## src/jfs_cfg.svh

```systemverilog
// Purpose: Constants for the jack function sense register bank
// Assumes: 16 function-code slots, 16-bit register words
// Notes:   Offsets, masks, field positions and reset values

`ifndef JFS_CFG_SVH
`define JFS_CFG_SVH

// ****************************************************************
// Register offsets
// ****************************************************************
`define JFS_OFF_INFO 7'h68
`define JFS_OFF_SENSE 7'h6A

// ****************************************************************
// Function-code properties, one bit per code
// ****************************************************************
`define JFS_FC_SUPPORTED 16'h1DFF
`define JFS_FC_OUTPUT 16'h180F
`define JFS_FC_MONO 16'h0870

// ****************************************************************
// Field positions
// ****************************************************************
`define JFS_INFO_IV_BIT 4
`define JFS_INFO_FIP_BIT 0

// ****************************************************************
// Reset values and codes
// ****************************************************************
`define JFS_DLY_OUT_RST 5'h02
`define JFS_DLY_IN_RST 5'h01
`define JFS_DLY_NONE 5'h00
`define JFS_DLY_RSVD 5'h1F
`define JFS_DEV_INVALID 5'h00
`define JFS_DEV_OUT_RST 5'h01
`define JFS_DEV_IN_RST 5'h11
`define JFS_ORD_RST 2'h0
`define JFS_VAL_RST 6'h00

`endif

```

## src/jfs_pkg.sv

```systemverilog
// Purpose: Types shared by the jack function sense register bank
// Assumes: Constants come from jfs_cfg.svh
// Notes:   Carriers for requests, sense reports and module state

package jfs_pkg;

   // ****************************************************************
   // Carriers
   // ****************************************************************
   typedef struct packed {
      logic wr;
      logic rd;
      logic [6:0] addr;
      logic [15:0] wdata;
   } jfs_req_t;

   typedef struct packed {
      logic [4:0] gain;
      logic phase_inverted;
      logic [4:0] delay;
   } jfs_info_t;

   typedef struct packed {
      logic [4:0] dev;
      logic [1:0] order;
      logic [5:0] value;
   } jfs_sense_t;

   typedef struct packed {
      logic done;
      logic [3:0] fc;
      jfs_sense_t res;
   } jfs_report_t;

   // ****************************************************************
   // Module state
   // ****************************************************************
   typedef struct packed {
      jfs_sense_t [15:0] res;
      logic [15:0] iv;
      jfs_sense_t rd_res;
      logic rd_iv;
   } jfs_bank_st_t;

   typedef struct packed {
      logic caps_ok;
      logic [15:0] fip_caps;
      logic [15:0] sns_caps;
      logic pend;
      logic [6:0] pend_addr;
      logic [3:0] pend_fc;
      logic pend_tr;
      logic [15:0] rd_data;
      logic rd_valid;
      logic rd_info;
      logic rd_sense;
      logic rd_fip;
      logic rd_sns_cap;
   } jfs_top_st_t;

endpackage : jfs_pkg

```

## src/jfs_mem.sv

```systemverilog
// Purpose: Small power-on-only register file, one word per function code
// Assumes: Cleared only by the asynchronous power-on reset
// Notes:   Read data come out of a register one edge after the address

`timescale 1ns/1ns
`default_nettype none

module jfs_mem
   import jfs_pkg::*;
#(
   parameter int W = 8
) (
   input wire logic clk_in,
   input wire logic arst_n_in,
   input wire logic wr_en_in,
   input wire logic [3:0] wr_addr_in,
   input wire logic [W-1:0] wr_data_in,
   input wire logic [3:0] rd_addr_in,
   output logic [W-1:0] rd_data_out
);

   typedef struct packed {
      logic [15:0][W-1:0] word;
      logic [W-1:0] rd;
   } jfs_mem_st_t;

   jfs_mem_st_t st_reg;
   jfs_mem_st_t st_next;

   // Write port and registered read port
   always_comb begin
      st_next = st_reg;
      if (wr_en_in) begin
         st_next.word[wr_addr_in] = wr_data_in;
      end
      st_next.rd = st_reg.word[rd_addr_in];
   end

   // No soft reset input: contents survive everything but power-on
   always_ff @(posedge clk_in or negedge arst_n_in) begin
      if (!arst_n_in) begin
         st_reg <= '0;
      end else begin
         st_reg <= st_next;
      end
   end

   assign rd_data_out = st_reg.rd;

endmodule : jfs_mem

`default_nettype wire

```

## src/jfs_regs.sv

```systemverilog
// Purpose: Jack function information and sense registers, per function
// Assumes: Register requests arrive on the codec's internal register port
// Notes:   Descriptor contents survive soft reset; only power-on clears
//
// Contract
// (RL1) One register pair per function code
// (RL2) Information contents cleared only at power-on
// (RL3) Only jack location survives sensing updates
// (RL4) Present flag gates writable fields, else zero
// (RL5) Mono ring selection reports no information
// (RL6) Present flag read-only, zero out of reset
// (RL7) No sensing logic: valid bit reads zero
// (RL8) Valid cleared by writing one, set by sensing
// (RL9) Delay codes: none, sample units, reserved
// (RL10) Delay defaults to internal value, writable
// (RL11) Delay measured link frame to pin
// (RL12) Inversion bit marks 180 degree shift
// (RL13) Gain magnitude 1.5 dB steps, top sign
// (RL14) Six-bit sense result read-only
// (RL15) Order field scales result by decades
// (RL16) Device code depends on slot direction
// (RL17) Output device codes as listed
// (RL18) Tip/ring selector picks jack conductor
// (RL19) Sense fields keep defaults until first sense

`include "jfs_cfg.svh"
`timescale 1ns/1ns
`default_nettype none

module jfs_regs
   import jfs_pkg::*;
(
   input wire logic clk_in,
   input wire logic arst_n_in,
   input wire logic soft_rst_in,
   input wire jfs_req_t req_in,
   input wire logic [3:0] fc_sel_in,
   input wire logic tip_ring_in,
   input wire logic [15:0] fip_strap_in,
   input wire logic [15:0] sense_strap_in,
   input wire jfs_report_t report_in,
   output logic [15:0] rd_data_out,
   output logic rd_valid_out
);

   // ****************************************************************
   // Helpers
   // ****************************************************************

   // Masks held as parameters, since a bare literal cannot be indexed
   localparam logic [15:0] SUP_MASK = `JFS_FC_SUPPORTED;
   localparam logic [15:0] OUT_MASK = `JFS_FC_OUTPUT;
   localparam logic [15:0] MONO_MASK = `JFS_FC_MONO;

   // Descriptor present for this code and conductor
   function automatic logic fip_of(input logic [15:0] caps,
                                   input logic [3:0] fc,
                                   input logic tr);
      return caps[fc] && SUP_MASK[fc] // RL1
             && !(tr && MONO_MASK[fc]); // RL5 RL18
   endfunction : fip_of

   // Internal path delay, reported in 48 kHz sample periods
   function automatic logic [4:0] dly_rst(input logic [3:0] fc);
      return OUT_MASK[fc] ? `JFS_DLY_OUT_RST : `JFS_DLY_IN_RST;
   endfunction : dly_rst

   jfs_top_st_t st_reg;
   jfs_top_st_t st_next;

   // ****************************************************************
   // Storage
   // ****************************************************************
   logic info_wr;
   logic loc_wr;
   logic iv_clr;
   logic fip_now;
   jfs_info_t info_wdata;
   jfs_info_t info_raw;
   jfs_info_t info_rd;
   logic [2:0] loc_rd;
   jfs_sense_t sense_rd;
   logic iv_rd;

   // Storage holds the value xor its default so a zero reset
   // still yields each slot's own internal delay
   jfs_mem #(
      .W($bits(jfs_info_t))
   ) u_info_mem (
      .clk_in(clk_in),
      .arst_n_in(arst_n_in),
      .wr_en_in(info_wr),
      .wr_addr_in(fc_sel_in),
      .wr_data_in(info_wdata),
      .rd_addr_in(fc_sel_in),
      .rd_data_out(info_raw)
   );

   // Jack location, written by firmware, power-on reset only
   jfs_mem #(
      .W(3)
   ) u_loc_mem (
      .clk_in(clk_in),
      .arst_n_in(arst_n_in),
      .wr_en_in(loc_wr),
      .wr_addr_in(fc_sel_in),
      .wr_data_in(req_in.wdata[15:13]),
      .rd_addr_in(fc_sel_in),
      .rd_data_out(loc_rd)
   );

   // Sense results, restored to defaults by soft reset as well
   jfs_sense_bank u_bank (
      .clk_in(clk_in),
      .arst_n_in(arst_n_in),
      .soft_rst_in(soft_rst_in),
      .caps_in(st_reg.sns_caps),
      .report_in(report_in),
      .iv_clr_in(iv_clr),
      .iv_clr_fc_in(fc_sel_in),
      .rd_fc_in(fc_sel_in),
      .rd_res_out(sense_rd),
      .rd_iv_out(iv_rd)
   );

   // ****************************************************************
   // Write decode
   // ****************************************************************

   // Writes to absent descriptors are dropped, fields stay zero
   always_comb begin
      fip_now = fip_of(st_reg.fip_caps, fc_sel_in, tip_ring_in);
      info_wr = req_in.wr && req_in.addr == `JFS_OFF_INFO
                && fip_now; // RL4
      loc_wr = req_in.wr && req_in.addr == `JFS_OFF_SENSE
               && fip_now; // RL4 RL3
      iv_clr = req_in.wr && req_in.addr == `JFS_OFF_INFO
               && req_in.wdata[`JFS_INFO_IV_BIT]
               && st_reg.sns_caps[fc_sel_in]; // RL8
      info_wdata.gain = req_in.wdata[15:11]; // RL13
      info_wdata.phase_inverted = req_in.wdata[10]; // RL12
      // Reserved delay code is stored as no information
      info_wdata.delay = (req_in.wdata[9:5] == `JFS_DLY_RSVD) ?
                         `JFS_DLY_NONE : req_in.wdata[9:5]; // RL9
      info_wdata.delay = info_wdata.delay ^ dly_rst(fc_sel_in); // RL10
      info_rd = info_raw;
      info_rd.delay = info_raw.delay ^ dly_rst(st_reg.pend_fc); // RL11
   end

   // ****************************************************************
   // Read path and strap capture
   // ****************************************************************

   // Straps caught one edge after release; until then nothing present
   always_comb begin
      st_next = st_reg;
      if (!st_reg.caps_ok) begin
         st_next.caps_ok = 1'b1;
         st_next.fip_caps = fip_strap_in; // RL6
         st_next.sns_caps = sense_strap_in; // RL7
      end
      st_next.pend = req_in.rd;
      st_next.pend_addr = req_in.addr;
      st_next.pend_fc = fc_sel_in;
      st_next.pend_tr = tip_ring_in;
      st_next.rd_valid = st_reg.pend;
      st_next.rd_info = st_reg.pend && st_reg.pend_addr == `JFS_OFF_INFO;
      st_next.rd_sense = st_reg.pend
                         && st_reg.pend_addr == `JFS_OFF_SENSE;
      st_next.rd_fip = fip_of(st_reg.fip_caps, st_reg.pend_fc,
                              st_reg.pend_tr);
      st_next.rd_sns_cap = st_reg.sns_caps[st_reg.pend_fc];
      st_next.rd_data = 16'h0000;
      if (st_next.rd_info) begin
         // Absent descriptor reads zero fields, flag zero
         st_next.rd_data[`JFS_INFO_IV_BIT] = iv_rd; // RL7 RL8
         if (st_next.rd_fip) begin
            st_next.rd_data[15:5] = info_rd; // RL4 RL12 RL13
            st_next.rd_data[`JFS_INFO_FIP_BIT] = 1'b1; // RL6
         end
      end else if (st_next.rd_sense) begin
         // Device code, order and result are read-only
         st_next.rd_data[12:0] = sense_rd; // RL14 RL15 RL16 RL17
         if (st_next.rd_fip) begin
            st_next.rd_data[15:13] = loc_rd; // RL3 RL4
         end
      end
   end

   // Single process registers all control state
   always_ff @(posedge clk_in or negedge arst_n_in) begin
      if (!arst_n_in) begin
         st_reg <= '0; // RL2 RL6
      end else begin
         st_reg <= st_next;
      end
   end

   assign rd_data_out = st_reg.rd_data;
   assign rd_valid_out = st_reg.rd_valid;
endmodule : jfs_regs

`default_nettype wire

```

## src/jfs_sense_bank.sv

```systemverilog
// Purpose: Per-function sense results and information-valid flags
// Assumes: Sense reports arrive as one-cycle pulses with their code
// Notes:   Soft reset restores defaults; a report in the same cycle wins

`include "jfs_cfg.svh"
`timescale 1ns/1ns
`default_nettype none

module jfs_sense_bank
   import jfs_pkg::*;
(
   input wire logic clk_in,
   input wire logic arst_n_in,
   input wire logic soft_rst_in,
   input wire logic [15:0] caps_in,
   input wire jfs_report_t report_in,
   input wire logic iv_clr_in,
   input wire logic [3:0] iv_clr_fc_in,
   input wire logic [3:0] rd_fc_in,
   output jfs_sense_t rd_res_out,
   output logic rd_iv_out
);

   // Mask as a parameter, since a bare literal cannot be indexed
   localparam logic [15:0] OUT_MASK = `JFS_FC_OUTPUT;

   // Default device code depends on the slot's direction
   function automatic jfs_sense_t [15:0] rst_res();
      jfs_sense_t [15:0] r;
      for (int i = 0; i < 16; i++) begin
         r[i].dev = OUT_MASK[i] ? `JFS_DEV_OUT_RST : `JFS_DEV_IN_RST;
         r[i].order = `JFS_ORD_RST;
         r[i].value = `JFS_VAL_RST;
      end
      return r;
   endfunction : rst_res

   localparam jfs_sense_t [15:0] RST_RES = rst_res();
   localparam jfs_bank_st_t RST_ST = '{res: RST_RES, iv: 16'h0000,
                                       rd_res: RST_RES[0], rd_iv: 1'b0};

   jfs_bank_st_t st_reg;
   jfs_bank_st_t st_next;

   // Clear first, then the sense report, so a report is never lost
   always_comb begin
      st_next = st_reg;
      if (soft_rst_in) begin
         st_next.res = RST_RES; // RL19
         st_next.iv = 16'h0000;
      end
      if (iv_clr_in) begin
         st_next.iv[iv_clr_fc_in] = 1'b0; // RL8
      end
      if (report_in.done && caps_in[report_in.fc]) begin
         st_next.res[report_in.fc] = report_in.res; // RL3 RL19
         st_next.iv[report_in.fc] = 1'b1; // RL8
      end
      st_next.rd_res = st_reg.res[rd_fc_in];
      st_next.rd_iv = st_reg.iv[rd_fc_in];
   end

   always_ff @(posedge clk_in or negedge arst_n_in) begin
      if (!arst_n_in) begin
         st_reg <= RST_ST;
      end else begin
         st_reg <= st_next;
      end
   end

   assign rd_res_out = st_reg.rd_res;
   assign rd_iv_out = st_reg.rd_iv;
endmodule : jfs_sense_bank

`default_nettype wire

```

## config.mk

```make
export PLATFORM = sky130hd
export DESIGN_NAME = jfs_regs
export DESIGN_NICKNAME = d
export VERILOG_FILES = /design/src/jfs_pkg.sv /design/src/jfs_mem.sv /design/src/jfs_regs.sv /design/src/jfs_sense_bank.sv
export VERILOG_INCLUDE_DIRS = /design/src /design/src/src
export SDC_FILE = /design/constraint.sdc
export NUM_CORES = 1
export LEC_CHECK = 0
export ABC_AREA = 1
export BUFFER_PORTS_ARGS = -buffer_cell sky130_fd_sc_hd__buf_4
export CAP_MARGIN = 25
export CORE_ASPECT_RATIO = 2
export CORE_MARGIN = 2
export CORE_UTILIZATION = 35
export CTS_BUF_LIST = sky130_fd_sc_hd__clkbuf_4
export DETAILED_ROUTE_END_ITERATION = 10
export GPL_TIMING_DRIVEN = 0
export PLACE_DENSITY = 0.51
export SYNTH_ARGS = -nofsm -noshare
export SYNTH_HDL_FRONTEND = slang
export SYNTH_SLANG_ARGS = --single-unit
```

## constraint.sdc

```tcl
create_clock -name clk_in -period 2.3 [get_ports clk_in]
set_clock_uncertainty 0.05 [all_clocks]
set_input_delay 0.46 -clock clk_in [delete_from_list [all_inputs] [get_ports clk_in]]
set_output_delay 0.46 -clock clk_in [all_outputs]
set_load 0.01 [all_outputs]
```

==> reports/metrics.cfg, run 1 <==
[critical_path]
crit_path_end_kind=flop
critPathMaxFanout=10
cp-start-kind=primary input
path_cells=buf_4, inv_2, buf_2, nand2_2, buf_2, clkdlybuf4s18_2, o22ai_1, o21ai_1, nand4_1
path_class=primary input to flop
ff2ff_setup_slack_ns=0.05
crit_arrival_ns=3.24
path_buf_inv=5
cp_slowest_cell=clkdlybuf4s18_2
cpLargestDelayFamily=buffers and inverters
critPathRequiredTime_ns=2.95
crit_path_max_incr_delay_ns=0.55
crit_top_cell=buf_2

[cells_and_area]
fin_nets=4238
largest_register_ffs=224
drive_gt1_frac=0.124
syn_to_final_growth_pct=18.0
design_area_mm2=0.0332
fillers=8476
final_core_util=0.416

[detailed_routing]
routed_wl_um=131000
ant_nets=0
wl_per_cell_um=24.7
drtPass1Iterations=5
route.detailed.drc=0
vias=28803
viasPerCell=5.43
drtIter0Drc=2329

[sta]
rsz0062_at_grt=false
fin_ws_ns=-0.288
finalHoldViolations=0
worstMarginPinSlew_ns=1.16
drv_slew=0
fin_crit_ns=2.59
slew_headroom=0.229
finalSetupViolCount=18
final.period_utilization=1.13
fmax_mhz=386

[floorplanning]
die_w_um=205
pin_count=100
dieArea_mm2=0.0829
die_height_um=405
start_util=0.352
rows=147
core-area_mm2=0.0800

[synth]
yosys_warnings=0
syn_area_mm2=0.0282
synth_top_area_cell=dfrtp_1
synth_commonest_cells=nand2_1 (1234), dfrtp_1 (512), nand3_1 (358)
seq_area_frac_synth=0.480
ys_async_sr_fraction=1.00
synth_flop_cell=dfrtp_1
synth_most_common_cell=nand2_1
synth.top_cell.area_share=0.455
synth.area.top_cells=dfrtp_1 (45%), nand2_1 (16%), nand3_1 (6.4%)
synth.distinct_cells=34
syn_nets=3898
postSynthCellCount=3815
syn_area_per_cell_um2=7.39
synth-edff-count=0
ys_ff_latch=539

[place]
dp_hpwl_um=95900
place.gp.congestion=1.00
place_area_mm2=0.0304
portBuffers=94

[power]
leakagePower_nw=16.3
pwr-share-seq=0.463
intPower_mw=14.6
combPwrFrac=0.138
clkPwrFrac=0.399
power.density_mw_per_mm2=642
netSwitchingPower_mw=6.75
finalPower_mw=21.3
switching_share=0.316
ir_worst_vdd_mv=0.335

[cts]
path_clk_slew_ns=0.09
root_buffer=clkbuf_4
cts_made_buffers=140
cts.htree.levels=4
cts_tree=built
clock_latency_ns=1.02
cts.sink_count=539
clock_path_buffers=3

[job]
drv_cap=0

[global_routing]
grt_usage=0.317
grt_pass1_wl_um=190000
first_global_vias=29053
antenna_found_initial=4
grt_max_degree=114
grt.overflow.total=0

[worst_hold_path]
hp-class=primary input to flop

[status]
status=finished with violations
violations=setup timing

## cell families after synthesis
group | share of synthesized area
AND/OR/NAND/NOR | 0.320
buffers and inverters | 0.0946
flip-flops | 0.480
AO/OA/AOI/OAI | 0.0930
multiplexers | 0.0116
XOR/XNOR | 0.00124
other | 0.000133
## power groups by stage
| stage | Combinational [mW] | Sequential [mW] | Clock [mW] |
|---|---|---|---|
| after global placement | 2.68 | 10.0 | 0 |
| after CTS | 2.87 | 9.87 | 8.73 |
| after global routing | 3.13 | 9.89 | 9.11 |
| after detailed placement | 2.73 | 10.0 | 0 |
| after floorplan | 1.39 | 9.99 | 0 |
| final | 2.95 | 9.87 | 8.51 |
## routing by layer
layer / vias to the layer above / wire length [um] / part of all wire / global-route usage
met5: - / 0 / 0 / 0
met4: 0 / 15900 / 0.12 / 0.321
met3: 554 / 6880 / 0.052 / 0.0567
met2: 1262 / 67500 / 0.51 / 0.568
met1: 13803 / 40900 / 0.31 / 0.292
li1: 13184 / - / - / -
## cells in the final DEF (no fill, tap or decap), types with 7 or more instances in the layout
cell	count
clkbuf_2	33
nand4_1	229
buf_2	36
dlygate4sd3_1	88
a21oi_1	7
or2_2	13
clkbuf_1	247
nand2_1	1233
dfrtp_1	512
mux2_2	29
nor2_1	270
o22ai_1	101
clkbuf_4	209
clkinv_1	40
o21ai_0	270
inv_1	272
buf_4	126
a22oi_1	59
dfstp_2	27
inv_2	15
buf_1	14
o21ai_1	9
nand3_1	357
## through the flow
stage / hold WS [ns] / instances / worst slack, ns / setup TNS (ns)
final: 0.0164 / 5303 / -0.288 / -1.29
after global routing: 0.0415 / 5300 / 0.000649 / 0
after floorplan: 0.114 / 3815 / 0.307 / 0
after detailed placement: 0.273 / 4962 / -1.87 / -296.48
after global placement: 0.338 / 4952 / -5.64 / -3346.32
after CTS: 0.00412 / 5289 / 0.00446 / 0
## final cells by class
type | instances | area, um^2 | area share
Clock buffer | 205 | 1540 | 0.0463
Multi-Input combinational cell | 2609 | 12000 | 0.362
Tap cell | 1043 | 1310 | 0.0393
Buffer | 367 | 1620 | 0.0486
Clock inverter | 37 | 149 | 0.00448
Inverter | 297 | 1120 | 0.0336
Antenna cell | 5 | 12.5 | 0.000376
Timing Repair Buffer | 201 | 1950 | 0.0587
Sequential cell | 539 | 13500 | 0.407
## worst reg2reg max path, delay by kind of cell (launching register included)
| family | cells | cell delay [ns] |
|---|---|---|
| buffers and inverters | 2 | 0.42 |
| flip-flops | 1 | 0.43 |
| AND/OR/NAND/NOR | 10 | 1.23 |
## worst paths after layout
check,depth (start not counted),endpoint,startpoint
max in group asynchronous,6,u_bank.rd_res_out[8]$_DFF_PN1_,arst_n_in
min in group asynchronous,4,u_info_mem.st_reg[155]$_DFFE_PN0P_,arst_n_in
hold / removal,5,u_info_mem.st_reg[76]$_DFFE_PN0P_,fc_sel_in[2]
hold reg to reg,0,rd_valid_out$_DFF_PN0_,st_next[4]$_DFF_PN0_
setup reg to reg,12,u_info_mem.st_reg[25]$_DFFE_PN0P_,st_reg[58]$_DFFE_PN0N_
setup / recovery,9,u_bank.rd_res_out[5]$_DFF_PN0_,fc_sel_in[0]
## what timing repair did
| item | CTS | global route |
|---|---|---|
| setup endpoints to repair | 187 | 323 |
| pin swaps | 0 | 2 |
| cloned | 0 | 2 |
| setup buffers | 0 | 2 |
| gates resized for setup | 31 | 57 |
| hold endpoints to repair | 327 | 0 |
| hold buffers | 88 | 0 |
Power figures use the tool's default switching activity.
==> run 2: changes to the inputs <==
==> constraint.sdc (replaced) <==
create_clock -name clk_in -period 3.4 [get_ports clk_in]
set_clock_uncertainty 0.05 [all_clocks]
set_input_delay 0.68 -clock clk_in [delete_from_list [all_inputs] [get_ports clk_in]]
set_output_delay 0.68 -clock clk_in [all_outputs]
set_load 0.01 [all_outputs]
==> reports/metrics.cfg, run 2 (synthesis gave the netlist of run 1 again) <==
[critical_path]
critPathMaxFanout=10
cp-start-kind=primary input
crit_arrival_ns=4.22
reg2reg_to=u_bank.st_reg[211]$_DFF_PN1_
ff2ff_setup_slack_ns=0.86
r2r_start=st_reg[38]$_DFFE_PN0N_
ff2ff_path_depth=10
path_class=primary input to flop
critPathRequiredTime_ns=4.06
crit_path_end_kind=flop

[floorplanning]
pin_count=100
core-area_mm2=0.0800
die_w_um=205
rows=147
die_height_um=405
start_util=0.352
dieArea_mm2=0.0829

[cts]
cts_tree=built
root_buffer=clkbuf_4
cts.sink_count=539
path_clk_slew_ns=0.08
clock_latency_ns=1.05
clock_path_buffers=3
cts.htree.levels=4
cts_made_buffers=140

[place]
place.gp.congestion=1.00
portBuffers=94
dp_hpwl_um=95900
place_inst=4962

[worst_hold_path]
hold_depth=5
hold_start=req_in[6]
hp-class=primary input to flop
min_to=u_info_mem.st_reg[12]$_DFFE_PN0P_

[cells_and_area]
fin_cells=5272
final_core_util=0.410
seqCellArea_mm2=0.0135
layout_commonest_cell=nand2_1
fillers=8496
fin_nets=4207
drive_gt1_frac=0.113
multiInputGateArea_mm2=0.0120
final_cell_mix=nand2_1 (1234), dfrtp_1 (512), nand3_1 (358)
largest_register_ffs=224
syn_to_final_growth_pct=16.3

[global_routing]
first_global_vias=28830
antenna_found_initial=6
grt_max_degree=114
grt_usage=0.316
grt_pass1_wl_um=189000
grt.overflow.total=0

[sta]
fin_ws_ns=-0.159
fin_crit_ns=3.56
final.period_utilization=1.05
tns_ns=-0.167
fmax_mhz=281
drv_slew=0
rsz0062_at_grt=false
finalSetupViolCount=2
slew_headroom=0.214
finalHoldViolations=0
worstMarginPinSlew_ns=1.18

[detailed_routing]
drtIter0Drc=2284
ant_nets=0
routed_wl_um=130000
viasPerCell=5.41
vias=28500
drtPass1Iterations=6
route.detailed.drc=0
wl_per_cell_um=24.7

[job]
drv_cap=0

[power]
ir_worst_vdd_mv=0.226
power.density_mw_per_mm2=439
leakagePower_nw=16.0

[status]
status=finished with violations
violations=setup timing

run 2: stage by stage:
stage	power, mW	setup slack, ns	hold WS [ns]	area, um^2
after floorplan	7.70	1.19	0.304	28200
after global placement	8.61	-4.76	0.338	30200
after detailed placement	8.64	-0.986	0.347	30400
after CTS	14.5	0.132	0.0128	32700
after global routing	14.9	0.141	0.0997	32800
final	14.4	-0.159	0.100	32800
run 2: worst max-delay path by stage:
stage / slack, ns / end / cells past startpoint / start
finish: -0.16 / u_bank.rd_res_out[5]$_DFF_PN0_ / 7 / fc_sel_in[0]
CTS: 0.13 / u_bank.rd_res_out[5]$_DFF_PN0_ / 7 / fc_sel_in[0]
global route: 0.14 / u_bank.rd_res_out[5]$_DFF_PN0_ / 7 / fc_sel_in[0]
detailed placement: -0.99 / u_bank.rd_res_out[5]$_DFF_PN0_ / 7 / fc_sel_in[0]
global placement: -4.76 / u_bank.st_reg[124]$_DFF_PN0_ / 1 / arst_n_in
floorplan: 1.19 / u_bank.st_reg[22]$_DFF_PN0_ / 10 / req_in[22]
run 2: cell type report:
type                    instances  area share
multi-input cells            2609       0.366
plain buffers                 370      0.0473
diodes                          5    0.000382
clock buffers                 205      0.0470
inverters                     297      0.0340
clock inverters                37     0.00454
repair buffers                167      0.0480
well taps                    1043      0.0398
flip-flops and latches        539       0.413
run 2: timing repair:
action | 4_1_cts | 5_1_grt
hold buffers | 57 | 0
gates resized for setup | 0 | 0
hold endpoints to repair | 275 | 0
setup buffers | 0 | 0
run 2: metal layers:
layer  wire [um]  vias to the layer above  share of wire  global-route usage
li1            -                    13116              -                   -
met1       41000                    13680           0.31               0.293
met2       67100                     1186           0.51               0.566
met3        6770                      518          0.052              0.0557
met4       15400                        0           0.12               0.316
met5           0                        -              0                   0
run 2: report_power, final:
group | internal [mW] | total, mW | switching (mW)
clock network | 2.76 | 5.78 | 3.02
logic | 0.472 | 1.94 | 1.47
registers | 6.59 | 6.68 | 0.0837
total | 9.82 | 14.4 | 4.57
run 2: worst max-delay path, cell delays in order:
cell and delay, ns:
buf_4 0.14, nand2_1 0.34, clkbuf_1 0.73, clkbuf_1 0.81
o22ai_1 0.24, o21ai_0 0.72, nand4_1 0.53
